==> config.mk <==
export PLATFORM = sky130hd
export DESIGN_NAME = ddl_loader
export DESIGN_NICKNAME = d
export VERILOG_FILES = /design/src/shared/ddl_pkg.sv /design/src/hdl/ddl_loader.sv /design/src/hdl/ddl_sync.sv
export SDC_FILE = /design/constraint.sdc
export NUM_CORES = 1
export LEC_CHECK = 0
export ABC_AREA = 1
export BUFFER_PORTS_ARGS = -buffer_cell sky130_fd_sc_hd__buf_2
export CAP_MARGIN = 20
export CORE_AREA = 2 2 78 80
export DETAILED_ROUTE_END_ITERATION = 8
export DIE_AREA = 0 0 80 82
export GPL_TIMING_DRIVEN = 0
export PLACE_DENSITY = 0.85
export SETUP_SLACK_MARGIN = 0.5
export SYNTH_ARGS = -nofsm -noshare
export SYNTH_HDL_FRONTEND = slang
export SYNTH_HIERARCHICAL = 1
export SYNTH_SLANG_ARGS = --single-unit
==> constraint.sdc <==
create_clock -name clk -period 4.2 [get_ports clk]
set_input_delay 0.21 -clock clk [delete_from_list [all_inputs] [get_ports clk]]
set_output_delay 0.21 -clock clk [all_outputs]
set_load 0.01 [all_outputs]
==> src/shared/ddl_pkg.sv <==
// package: constants, types and word layout of the dual dac serial loader
package ddl_pkg;
    localparam int          DDL_WORD_W      = 16;
    localparam int          DDL_CODE_W      = 12;
    localparam int          DDL_CNT_W       = 5;
    localparam logic [4:0]  DDL_FRAME_BITS  = 5'h10;
    localparam int          DDL_LATCH_SEL   = 15;
    localparam int          DDL_SPEED       = 14;
    localparam int          DDL_PWR_DN      = 13;
    localparam int          DDL_BUF_ONLY    = 12;
    localparam logic [11:0] DDL_CODE_RST    = 12'h000;
    localparam logic [15:0] DDL_WORD_RST    = 16'h0000;
    localparam real         DDL_SLOW_SETTLE_US = 12.5;
    localparam real         DDL_FAST_SETTLE_US = 2.5;

    typedef struct packed {
        logic latch_select_bit;
        logic speed_bit;
        logic power_down_bit;
        logic buffer_only_bit;
        logic [DDL_CODE_W-1:0] code;
    } ddl_word_t;

    typedef struct packed {
        logic [DDL_CODE_W-1:0] latch_a;
        logic [DDL_CODE_W-1:0] latch_b;
        logic [DDL_CODE_W-1:0] dbl_buf;
    } ddl_latch_t;

    typedef enum logic {DDL_IDLE, DDL_SHIFT} ddl_state_t;
endpackage

==> src/hdl/ddl_loader.sv <==
// dual dac serial loader: shift word in, transfer latches on frame end
`timescale 1ns/100ps
`default_nettype none
module ddl_loader
    import ddl_pkg::*;
#(
    parameter logic COUNTING = 1'b1
)
(
    input  wire logic                  clk,
    input  wire logic                  arst_n,
    input  wire logic                  ce,
    input  wire logic                  cs_n,
    input  wire logic                  sclk,
    input  wire logic                  sdin,
    output var  logic [DDL_CODE_W-1:0] dac_a_code,
    output var  logic [DDL_CODE_W-1:0] dac_b_code,
    output var  logic                  fast_mode,
    output var  logic                  power_down,
    output var  logic                  update_pulse
);
    ////////////////////////////////////////////////////////////////////////
    logic cs_s;
    logic sclk_s;
    logic sdin_s;
    logic cs_d_r;
    logic sclk_d_r;
    ddl_state_t st_r;
    logic [DDL_WORD_W-1:0] sir_r;
    logic [DDL_CNT_W-1:0]  cnt_r;
    ddl_latch_t lat_r;

    // select idles high; a high reset value avoids a false frame start
    ddl_sync #(.RST_VAL(1'b1)) u_cs
    (
        .clk    (clk),
        .arst_n (arst_n),
        .ce     (ce),
        .d      (cs_n),
        .q      (cs_s)
    );

    ddl_sync #(.RST_VAL(1'b0)) u_sclk
    (
        .clk    (clk),
        .arst_n (arst_n),
        .ce     (ce),
        .d      (sclk),
        .q      (sclk_s)
    );

    // same depth as the clock path, so data lines up with its edge
    ddl_sync #(.RST_VAL(1'b0)) u_sdin
    (
        .clk    (clk),
        .arst_n (arst_n),
        .ce     (ce),
        .d      (sdin),
        .q      (sdin_s)
    );

    ////////////////////////////////////////////////////////////////////////
    // sampled clock sees edges only; sclk must be well below clk/4
    wire       cs_fall   = cs_d_r & ~cs_s;
    wire       cs_rise   = ~cs_d_r & cs_s;
    wire       sclk_fall = sclk_d_r & ~sclk_s;
    wire       count_end = COUNTING && (cnt_r == DDL_FRAME_BITS);
    wire       shifting  = (st_r == DDL_SHIFT) && !cs_s;
    wire       do_shift  = shifting && sclk_fall && !count_end;
    // frame end ORed with select: whichever comes first transfers once
    wire       frame_end = (st_r == DDL_SHIFT) && (cs_rise || count_end);
    ddl_word_t wrd;
    assign     wrd       = ddl_word_t'(sir_r);

    // three transfer kinds; exactly one applies per frame
    wire       load_a    = wrd.latch_select_bit;
    wire       load_both = !wrd.latch_select_bit && !wrd.buffer_only_bit;
    wire       load_buf  = !wrd.latch_select_bit && wrd.buffer_only_bit;

    ddl_latch_t lat_nxt;
    assign lat_nxt.latch_a = load_a ? wrd.code : lat_r.latch_a;
    // b only differs from the buffer after a buffer-only write
    assign lat_nxt.latch_b = load_a    ? lat_r.dbl_buf :
                             load_both ? wrd.code : lat_r.latch_b;
    assign lat_nxt.dbl_buf = (load_both || load_buf) ? wrd.code : lat_r.dbl_buf;

    ////////////////////////////////////////////////////////////////////////
    // next values; the registers below only load them
    ddl_state_t            st_nxt;
    logic [DDL_WORD_W-1:0] sir_nxt;
    logic [DDL_CNT_W-1:0]  cnt_nxt;
    logic                  fast_nxt;
    logic                  pwr_nxt;

    assign sir_nxt  = do_shift ? {sir_r[DDL_WORD_W-2:0], sdin_s} : sir_r;
    // select fall restarts the count, so a cut frame's bit count never carries into the next
    assign cnt_nxt  = cs_fall  ? '0 :
                      do_shift ? cnt_r + 5'h01 : cnt_r;
    assign fast_nxt = frame_end ? wrd.speed_bit : fast_mode;
    assign pwr_nxt  = frame_end ? wrd.power_down_bit : power_down;

    always_comb
    begin
        st_nxt = st_r;
        case (st_r)
            DDL_IDLE:
                if (cs_fall)
                    st_nxt = DDL_SHIFT;
            DDL_SHIFT:
                if (frame_end)
                    st_nxt = DDL_IDLE;
            default:
                st_nxt = DDL_IDLE;
        endcase
    end

    ////////////////////////////////////////////////////////////////////////
    // edge history of the synchronised select and shift clock
    always_ff @(posedge clk or negedge arst_n)
    begin
        if (!arst_n)
        begin
            cs_d_r <= 1'b1;
        end
        else if (ce)
        begin
            cs_d_r <= cs_s;
        end
    end

    always_ff @(posedge clk or negedge arst_n)
    begin
        if (!arst_n)
        begin
            sclk_d_r <= 1'b0;
        end
        else if (ce)
        begin
            sclk_d_r <= sclk_s;
        end
    end

    always_ff @(posedge clk or negedge arst_n)
    begin
        if (!arst_n)
        begin
            st_r <= DDL_IDLE;
        end
        else if (ce)
        begin
            st_r <= st_nxt;
        end
    end

    // not cleared per frame: a short frame shifts old bits up
    always_ff @(posedge clk or negedge arst_n)
    begin
        if (!arst_n)
        begin
            sir_r <= DDL_WORD_RST;
        end
        else if (ce)
        begin
            sir_r <= sir_nxt;
        end
    end

    always_ff @(posedge clk or negedge arst_n)
    begin
        if (!arst_n)
        begin
            cnt_r <= '0;
        end
        else if (ce)
        begin
            cnt_r <= cnt_nxt;
        end
    end

    // latches move only on a frame end
    always_ff @(posedge clk or negedge arst_n)
    begin
        if (!arst_n)
        begin
            lat_r <= '0;
        end
        else if (ce && frame_end)
        begin
            lat_r <= lat_nxt;
        end
    end

    always_ff @(posedge clk or negedge arst_n)
    begin
        if (!arst_n)
        begin
            fast_mode <= 1'b0;
        end
        else if (ce)
        begin
            fast_mode <= fast_nxt;
        end
    end

    always_ff @(posedge clk or negedge arst_n)
    begin
        if (!arst_n)
        begin
            power_down <= 1'b0;
        end
        else if (ce)
        begin
            power_down <= pwr_nxt;
        end
    end

    // same edge as the latches, so it marks the cycle they change
    always_ff @(posedge clk or negedge arst_n)
    begin
        if (!arst_n)
        begin
            update_pulse <= 1'b0;
        end
        else if (ce)
        begin
            update_pulse <= frame_end;
        end
    end

    ////////////////////////////////////////////////////////////////////////
    assign dac_a_code = lat_r.latch_a;
    assign dac_b_code = lat_r.latch_b;
endmodule
`default_nettype wire

==> src/hdl/ddl_sync.sv <==
// two-flop synchroniser for one pin input
`timescale 1ns/100ps
`default_nettype none
module ddl_sync
    import ddl_pkg::*;
#(
    parameter logic RST_VAL = 1'b0
)
(
    input  wire logic clk,
    input  wire logic arst_n,
    input  wire logic ce,
    input  wire logic d,
    output var  logic q
);
    logic meta_r;

    always_ff @(posedge clk or negedge arst_n)
    begin
        if (!arst_n)
        begin
            meta_r <= RST_VAL;
            q      <= RST_VAL;
        end
        else if (ce)
        begin
            meta_r <= d;
            q      <= meta_r;
        end
    end
endmodule
`default_nettype wire

==> impl_results.md, run 1 <==
- Buffers on Ports: 32
- Via density: 5.34
- Critical path cell sequence: inv_1, ha_1, nand2_1, inv_1, nand2_4, nand2_8, buf_12, buf_8, nand4_1, nand2_1
- Layout Cells excl Fill: 512
- Placed Instances: 495
- Flops & latches, synth: 69
- Fin Setup TNS: 0 ps
- Number of setup buffers added after CTS: 0
- Fillers: 484
- Final Hold Vio Count: 0
- Routed wire length: 7210 µm
- Top post-synthesis cells by area: dfrtp_1, nand2_1, nand4_1, buf_4, o21ai_0
- Status: finished, final reports clean
- CTS tree: built
- Syn Nets: 396
- Lkg Pwr: 2.10 nW
- Mean Syn Cell Area: 8.60 µm²
- DR pass1 iterations: 5
- CP required: 4440 ps
- Die area: 6560 µm²
- Mapped Area: 3340 µm²
- Final instance area: 3850 µm²
- Power consumption: 2.03 mW
- Asr flop ratio synth: 100%
- Gpl congestion: 0.879
- Syn Inst Count: 388
- Horiz. Die Dim: 80 µm
- Num rows: 28
- CTS Buffer Depth: 2
- Total grt overflow: 0
- Number of enable flip-flop cells after synthesis: 0
- Startpoint types: register
- Worst-path clk slew: 70 ps
- Nets: 440
- Final setup violation count: 0
- Area leader, netlist: dfrtp_1
- DR iter-0 viols: 288
- P&R area growth vs syn: 15.3%
- Slew @ Worst Pin: 851 ps
- Hold Buf Count CTS: 1
- Share of cells above drive strength 1: 24.0%
- First-pass GRT wire length: 12,000 µm
- Post-synth cell types: 26
- Max Fclk: 0.632 GHz
- Ports: 33
- Worst Skew: 7.47 ps
- Peak supply drop: 0.355 mV
- Die height: 82 µm
- Arrival time worst endpoint: 1820 ps
- Warnings, synthesis: 6
- Worst setup EP type: register
- Post_cts resized: 0
- Antenna cells: 0
- CTS Root Buffer Type: clkbuf_8
- Largest net degree at the start of global routing: 70
- Max_cap viols: 0
- Relative slew slack: 43.3%
- Min Tclk post-route: 1580 ps
- Remaining antenna violation count: 0
- CP Max Fanout: 10
- Worst path slowest cell: dfrtp_1
- CTS H-tree depth: 3
- Initial Util: 58.1%
- Vias in the first global route: 2,562
- Core area: 5750 µm²
- Global Route Usage Sum: 24.5%
- Most common cell after layout, fill and taps aside: nand2_1
- Antenna violations before repair: 0
- Routed vias: 2,736
- DP Area: 3590 µm²
- Part of the cycle the worst path needs: 37.7%
- Routed len/inst: 14.1 µm
- Critical path class: reg -> reg
- Worst hold path class: in -> reg
- Most frequent cells in the layout: nand2_1, dfrtp_1, buf_2
- Sequential area share after synthesis: 51.9%
- CP peak stage delay: 430 ps
- DRC: 0
- Clock sink count: 69
- Cell Pwr Density: 527 nW/µm²
- RSZ-0062 raised after global routing: false
- Skew-Pair Late Insertion Delay: 350 ps
- Post-DP HPWL: 4850 µm
- Fin util: 66.9%
- Top FF cell, synth: dfrtp_1
- Total CTS buffers: 9
- Final Max Slew Viols: 0
- Synth top area share: 49.5%
==> Yosys cell counts (all sizes together) (2+ instances only) <==
cell,instances
o21ai,31
inv,31
nor2,10
dfstp,3
nand2,146
nand4,38
ha,2
buf,44
nand3,13
dfrtp,66
==> cell families (layout without fill, tap and decap cells) <==
| family | count (synthesis) | count (layout) | synth area share [%] |
|---|---|---|---|
| flip-flops | 69 | 69 | 51.9 |
| XOR/XNOR | 1 | 1 | 0.263 |
| adder cells (fa/ha/maj) | 2 | 2 | 0.750 |
| buffers and inverters | 76 | 125 | 13.6 |
| AND/OR/NAND/NOR | 207 | 207 | 28.5 |
| AO/OA/AOI/OAI | 33 | 33 | 5.03 |
==> flip-flops by register name, summed over array words and instances (netlist names), 5 cells and up <==
| signal | flops |
|---|---|
| sir_r | 16 |
| lat_r | 12 |
| dac_a_code | 12 |
| dac_b_code | 12 |
| cnt_r | 5 |
==> path summary, 6_finish.rpt <==
check / startpoint / slack, ps / cells after the start / endpoint
setup / recovery: cnt_r[0]$_DFFE_PN0P_ / 2620 / 10 / dac_a_code[9]$_DFFE_PN0P_
hold / removal: cs_n / 50 / 3 / u_cs/meta_r$_DFFE_PN1P_
setup reg to reg: cnt_r[0]$_DFFE_PN0P_ / 2620 / 10 / dac_a_code[9]$_DFFE_PN0P_
hold reg to reg: u_cs/meta_r$_DFFE_PN1P_ / 460 / 2 / u_cs/q$_DFFE_PN1P_
max in group asynchronous: arst_n / 3140 / 2 / sir_r[12]$_DFFE_PN0P_
min in group asynchronous: arst_n / 510 / 2 / dac_b_code[5]$_DFFE_PN0P_
==> per-layer routing <==
metal | track usage, % | share of wire, % | routed length (µm) | vias to the layer above
met5 | 0 | 0 | 0 | -
met4 | 10.5 | 2.7 | 191 | 0
met3 | 6.26 | 6.0 | 436 | 25
met2 | 39.6 | 49 | 3540 | 115
met1 | 31.6 | 42 | 3040 | 1279
li1 | - | - | - | 1317
==> area by class of cell <==
type                            instances  area, µm²  share of cell area (%)
Buffer                                 45        338                    8.78
Inverter                               31        116                    3.03
Clock inverter                          3       65.1                    1.69
Multi-Input combinational cell        243       1150                    29.9
Timing Repair Buffer                   33        173                    4.49
Sequential cell                        69       1730                    45.0
Tap cell                               75       93.8                    2.44
Clock buffer                           13        179                    4.65
==> report_power, final <==
part / switching [mW] / internal [mW] / leakage, nW
clock network: 0.243 / 0.398 / 0.126
logic: 0.314 / 0.193 / 1.05
registers: 0.0884 / 0.789 / 0.924
==> per-stage QoR <==
step | hold WS, ps | setup WS (ps)
floorplan | -85.6 | 2830
global placement | 411 | 2630
detailed placement | 369 | 2640
CTS | 44.9 | 2620
global route | 45.4 | 2540
finish | 54.0 | 2620
==> critical path, delay by kind of cell (launching register included) <==
kind / cells / cell delay (ps)
flip-flops: 1 / 430
adder cells (fa/ha/maj): 1 / 190
AND/OR/NAND/NOR: 5 / 430
buffers and inverters: 4 / 420
(Power assumes the default switching activity.)
==> run 2: changes to the inputs <==
Settings changed: CORE_AREA 2 2 78 80 to 2 2 79 81, DIE_AREA 0 0 80 82 to 0 0 81 83, PLACE_DENSITY 0.85 to 0.83.
Clock period 4.2 ns to 1.5 ns, I/O delays scaled along.
==> impl_results.md, run 2 (synthesized netlist as in run 1, its figures left out) <==
- Share of cells above drive strength 1: 38.9%
- Worst hold path startpoint: ce
- P&R area growth vs syn: 39.4%
- Max reg flops: 16
- Buf/Inv on CP: 4
- Total grt overflow: 0
- CP peak stage delay: 390 ps
- Met3 wire len: 666 µm
- RSZ-0062 raised after global routing: true
- DP Area: 3630 µm²
- Skew-Pair Late Insertion Delay: 360 ps
- Routed len/inst: 15.8 µm
- WHS Path Cells: 3
- Part of the cycle the worst path needs: 96.5%
- Cell Pwr Density: 1270 nW/µm²
- Antenna cells: 0
- R2R Path Start: cnt_r[1]$_DFFE_PN0P_
- Max_cap viols: 0
- Final Max Slew Viols: 0
- Startpoint types: register
- Routed vias: 3,090
- Worst-path clk slew: 60 ps
- Buffers on Ports: 32
- Die area: 6720 µm²
- CP required: 1780 ps
- Routed wire length: 8850 µm
- Most frequent cells in the layout: nand2_1, dfrtp_1, buf_6
- Vias in the first global route: 2,962
- Worst path slowest cell: dfrtp_1
- Via density: 5.51
- R2r setup slk: 50 ps
- Clock sink count: 69
- Arrival time worst endpoint: 1730 ps
- Relative slew slack: 58.4%
- Min Tclk post-route: 1450 ps
- CTS tree: built
- Critical path class: reg -> reg
- Final setup margin: 53.0 ps
- Total CTS buffers: 9
- CP Max Fanout: 8
- CTS Root Buffer Type: clkbuf_8
- Worst reg2reg path depth: 10
- Hold EP: u_cs/meta_r$_DFFE_PN1P_
- Ports: 33
- DR pass1 iterations: 6
- CTS Buffer Depth: 2
- Initial Util: 57.4%
- Critical path cell sequence: inv_1, ha_2, nand2_2, inv_2, nand2_4, nand2_8, buf_12, buf_8, nand4_1, nand2_1
- Num rows: 28
- Most flop-heavy register: sir_r
- Worst setup EP type: register
- Post-DP HPWL: 4790 µm
- Met1 WL: 3490 µm
- CTS H-tree depth: 3
- Horiz. Die Dim: 81 µm
- DR iter-0 viols: 383
- Highest metal used: met4
- Final instance area: 4650 µm²
- Slew @ Worst Pin: 624 ps
- Global Route Usage Sum: 27.5%
- Reg2reg end: lat_r[0]$_DFFE_PN0P_
- Antenna violations before repair: 0
- Peak supply drop: 0.864 mV
- Final Hold Vio Count: 0
- Max Fclk: 0.691 GHz
- Detail Route met2 WL: 4490 µm
- Post-place setup slack: -20.5 ps
- Worst Skew: 9.46 ps
- Die height: 83 µm
- Gpl congestion: 0.887
- Core area: 5820 µm²
- DRC: 0
- First-pass GRT wire length: 14,100 µm
- Most common cell after layout, fill and taps aside: nand2_1
- Final setup violation count: 0
- Largest net degree at the start of global routing: 70
- Remaining antenna violation count: 0
- Worst hold path class: in -> reg
- Crit path max-delay family: simple AND/OR/NAND/NOR gates
- Lkg Pwr: 2.41 nW
- Status: finished, final reports clean
- Nets: 489
## run 2: cell types whose count changed in the layout (fill, tap and decap cells not counted), sizes merged
cell,previous run,this run
buf,76,120
dlygate4sd3,1,4
bufinv,2,0
clkbuf,14,16
clkinv,1,2
nand3,13,14
## run 2: worst min-delay path, stage by stage
cell	delay [ps]
buf_2	170
nand2_1	80
nand2_1	50
## run 2: cell type report
class / instances / area, µm²
Tap cell: 75 / 93.8
Buffer: 45 / 463
Fill cell: 338 / 1160
Clock buffer: 14 / 153
Clock inverter: 2 / 10.0
Sequential cell: 69 / 1730
Timing Repair Buffer: 81 / 754
Multi-Input combinational cell: 244 / 1330
Inverter: 31 / 121
## run 2: metrics by stage
| step | hold slack, ps | instances | setup TNS [ps] | total power, mW | utilization (%) |
|---|---|---|---|---|---|
| 5_1_grt | 42.9 | 561 | -33.1 | 6.19 | 80.0 |
| 6_report | 23.9 | 561 | 0 | 5.90 | 80.0 |
| 3_3_place_gp | 283 | 495 | 0 | 3.86 | 62.4 |
| 4_1_cts | 21.4 | 547 | 0 | 5.68 | 76.4 |
| 3_5_place_dp | 242 | 495 | -125 | 3.91 | 62.5 |
| 2_1_floorplan | -221 | 388 | 0 | 3.46 | - |
## run 2: report_power, final
group          internal, mW  leakage (nW)  total (mW)  switching [mW]
Clock                 0.643        0.0844        1.31           0.670
Combinational         0.987          1.40        2.10            1.11
Sequential             2.21         0.924        2.49           0.279
Total                  3.84          2.41        5.90            2.06
## run 2: layer usage
layer | GRT usage (%) | up-vias
li1 | - | 1424
met1 | 35.5 | 1465
met2 | 43.4 | 178
met3 | 6.09 | 23
met4 | 13.7 | 0
met5 | 0 | -
## run 2: worst max-delay path by stage
| stage | from | to | depth (start not counted) |
|---|---|---|---|
| finish | cnt_r[1]$_DFFE_PN0P_ | lat_r[0]$_DFFE_PN0P_ | 10 |
| global route | cnt_r[1]$_DFFE_PN0P_ | dac_b_code[3]$_DFFE_PN0P_ | 10 |
| CTS | cnt_r[1]$_DFFE_PN0P_ | sir_r[5]$_DFFE_PN0P_ | 10 |
| detailed placement | cnt_r[1]$_DFFE_PN0P_ | dac_b_code[1]$_DFFE_PN0P_ | 10 |
| global placement | cnt_r[0]$_DFFE_PN0P_ | dac_b_code[1]$_DFFE_PN0P_ | 10 |
| floorplan | cnt_r[0]$_DFFE_PN0P_ | dac_b_code[0]$_DFFE_PN0P_ | 10 |
## run 2: repair_timing
item | in CTS | in global routing
gates resized for setup | 84 | 27
setup buffers | 25 | 13
hold endpoints to repair | 69 | 0
pin swaps | 14 | 11
hold buffers | 4 | 0
setup endpoints to repair | 85 | 151
cloned | 7 | 1
==> run 3: changes to the inputs <==
Settings changed: BUFFER_PORTS_ARGS -buffer_cell sky130_fd_sc_hd__buf_2 to default, CORE_AREA 2 2 79 81 to 2 2 78 80, DIE_AREA 0 0 81 83 to 0 0 80 82, DONT_BUFFER_PORTS from default to 1, PLACE_DENSITY 0.83 to 0.8.
Clock period 1.5 ns to 1.8 ns, I/O delays scaled along.
==> impl_results.md, run 3 (synthesized netlist as in run 1, its figures left out) <==
- Failing checks: hold timing
- Area of the multi-input gates: 1240 µm²
- Final setup margin: 330 ps
- Placed Instances: 463
- Vias in the first global route: 2,649
- Skew-Pair Late Insertion Delay: 350 ps
- DR pass1 iterations: 7
- CTS Root Buffer Type: clkbuf_8
- Ports: 33
- Max_cap viols: 0
- Die area: 6560 µm²
- Max Fclk: 0.680 GHz
- CP required: 2040 ps
- Most common cell after layout, fill and taps aside: nand2_1
- Final Max Slew Viols: 0
- CTS tree: built
- Nets: 426
- Peak supply drop: 0.837 mV
- Global Route Usage Sum: 25.6%
- Cell Pwr Density: 1180 nW/µm²
- Worst hold slack: -567 ps
- Min Tclk post-route: 1470 ps
- Share of cells above drive strength 1: 26.2%
- Status: finished with violations
- Total grt overflow: 0
- Post-place setup slack: 277 ps
- Register area: 1730 µm²
- Routed vias: 2,759
- Part of the cycle the worst path needs: 81.7%
- Layout Cells excl Fill: 498
- Core area: 5750 µm²
- Fin util: 69.3%
- Critical path class: reg -> reg
- Hold Buf Count CTS: 4
- Initial Util: 58.1%
- CTS Buffer Depth: 2
- Largest net degree at the start of global routing: 70
- Num rows: 28
- Routed len/inst: 16.1 µm
- Slew @ Worst Pin: 480 ps
- RSZ-0062 raised after global routing: true
- CP Max Fanout: 10
- Lkg Pwr: 2.04 nW
- Antenna violations before repair: 0
- Routed wire length: 8010 µm
- Die height: 82 µm
- Relative slew slack: 68.0%
- Final Hold Vio Count: 69
- Most flop-heavy register: sir_r
- DP Area: 3450 µm²
- Startpoint types: register
- Buffers on Ports: 0
- Total CTS buffers: 9
- Final setup violation count: 0
- First-pass GRT wire length: 12,500 µm
- Horiz. Die Dim: 80 µm
- Final instance area: 3980 µm²
- Antenna cells: 0
- Worst setup EP type: register
- Via density: 5.54
- Worst Skew: 11.0 ps
- DRC: 0
- Fin Setup TNS: 0 ps
- DR iter-0 viols: 336
- Power consumption: 4.69 mW
- Remaining antenna violation count: 0
- Max reg flops: 16
- Post-DP HPWL: 4870 µm
- CTS H-tree depth: 3
- Arrival time worst endpoint: 1710 ps
- Most frequent cells in the layout: nand2_1, dfrtp_1, nand4_1
- Worst hold path class: in -> async
- Clock sink count: 69
- P&R area growth vs syn: 19.4%
- Worst-path clk slew: 80 ps
- Fillers: 439
- Gpl congestion: 0.871
-- run 3: what timing repair did --
| item | 4_1_cts | 5_1_grt |
|---|---|---|
| gates resized for setup | 21 | 31 |
| cloned | 3 | 2 |
| pin swaps | 5 | 9 |
| hold endpoints to repair | 78 | 69 |
| endpoints found under the setup margin | 61 | 61 |
| buffers inserted | 5 | 5 |
-- run 3: path summary, 6_finish.rpt --
check | start | endpoint | slack (ps) | cells after the start
worst min-delay path | arst_n | dac_b_code[5]$_DFFE_PN0P_ | -570 | 0
worst min register to register | u_sdin/meta_r$_DFFE_PN0P_ | u_sdin/q$_DFFE_PN0P_ | 470 | 2
worst max-delay path | cnt_r[1]$_DFFE_PN0P_ | lat_r[1]$_DFFE_PN0P_ | 330 | 10
min in group clk | ce | dac_b_code[11]$_DFFE_PN0P_ | 170 | 5
worst max register to register | cnt_r[1]$_DFFE_PN0P_ | lat_r[1]$_DFFE_PN0P_ | 330 | 10
max in group asynchronous | arst_n | cs_d_r$_DFFE_PN1P_ | 2150 | 0
-- run 3: final cells by class --
| class | instances | area share (%) |
|---|---|---|
| Multi-Input combinational cell | 243 | 31.2 |
| Sequential cell | 69 | 43.4 |
| Clock buffer | 12 | 3.39 |
| Buffer | 45 | 9.46 |
| Inverter | 31 | 2.98 |
| Clock inverter | 4 | 1.82 |
| Timing Repair Buffer | 19 | 5.31 |
| Tap cell | 75 | 2.36 |
-- run 3: critical path: stages, from the launching register on --
cell     delay [ps]
dfrtp_1         400
inv_1            70
ha_2            170
nand2_2          50
inv_2            70
nand2_4          80
nand2_8         120
nand3_2         110
buf_6           160
nand2_1          80
nand2_1          60
-- run 3: report_power, final --
part           switching (mW)  internal [mW]
Combinational           0.757          0.506
Clock                   0.578          0.780
Sequential              0.231           1.84
Total                    1.57           3.13
-- run 3: routing by layer --
layer / part of all wire (%) / GRT usage, % / up-vias
li1: - / - / 1288
met1: 40 / 30.8 / 1307
met2: 51 / 43.6 / 143
met3: 6.5 / 7.58 / 21
met4: 2.0 / 10.0 / 0
met5: 0 / 0 / -
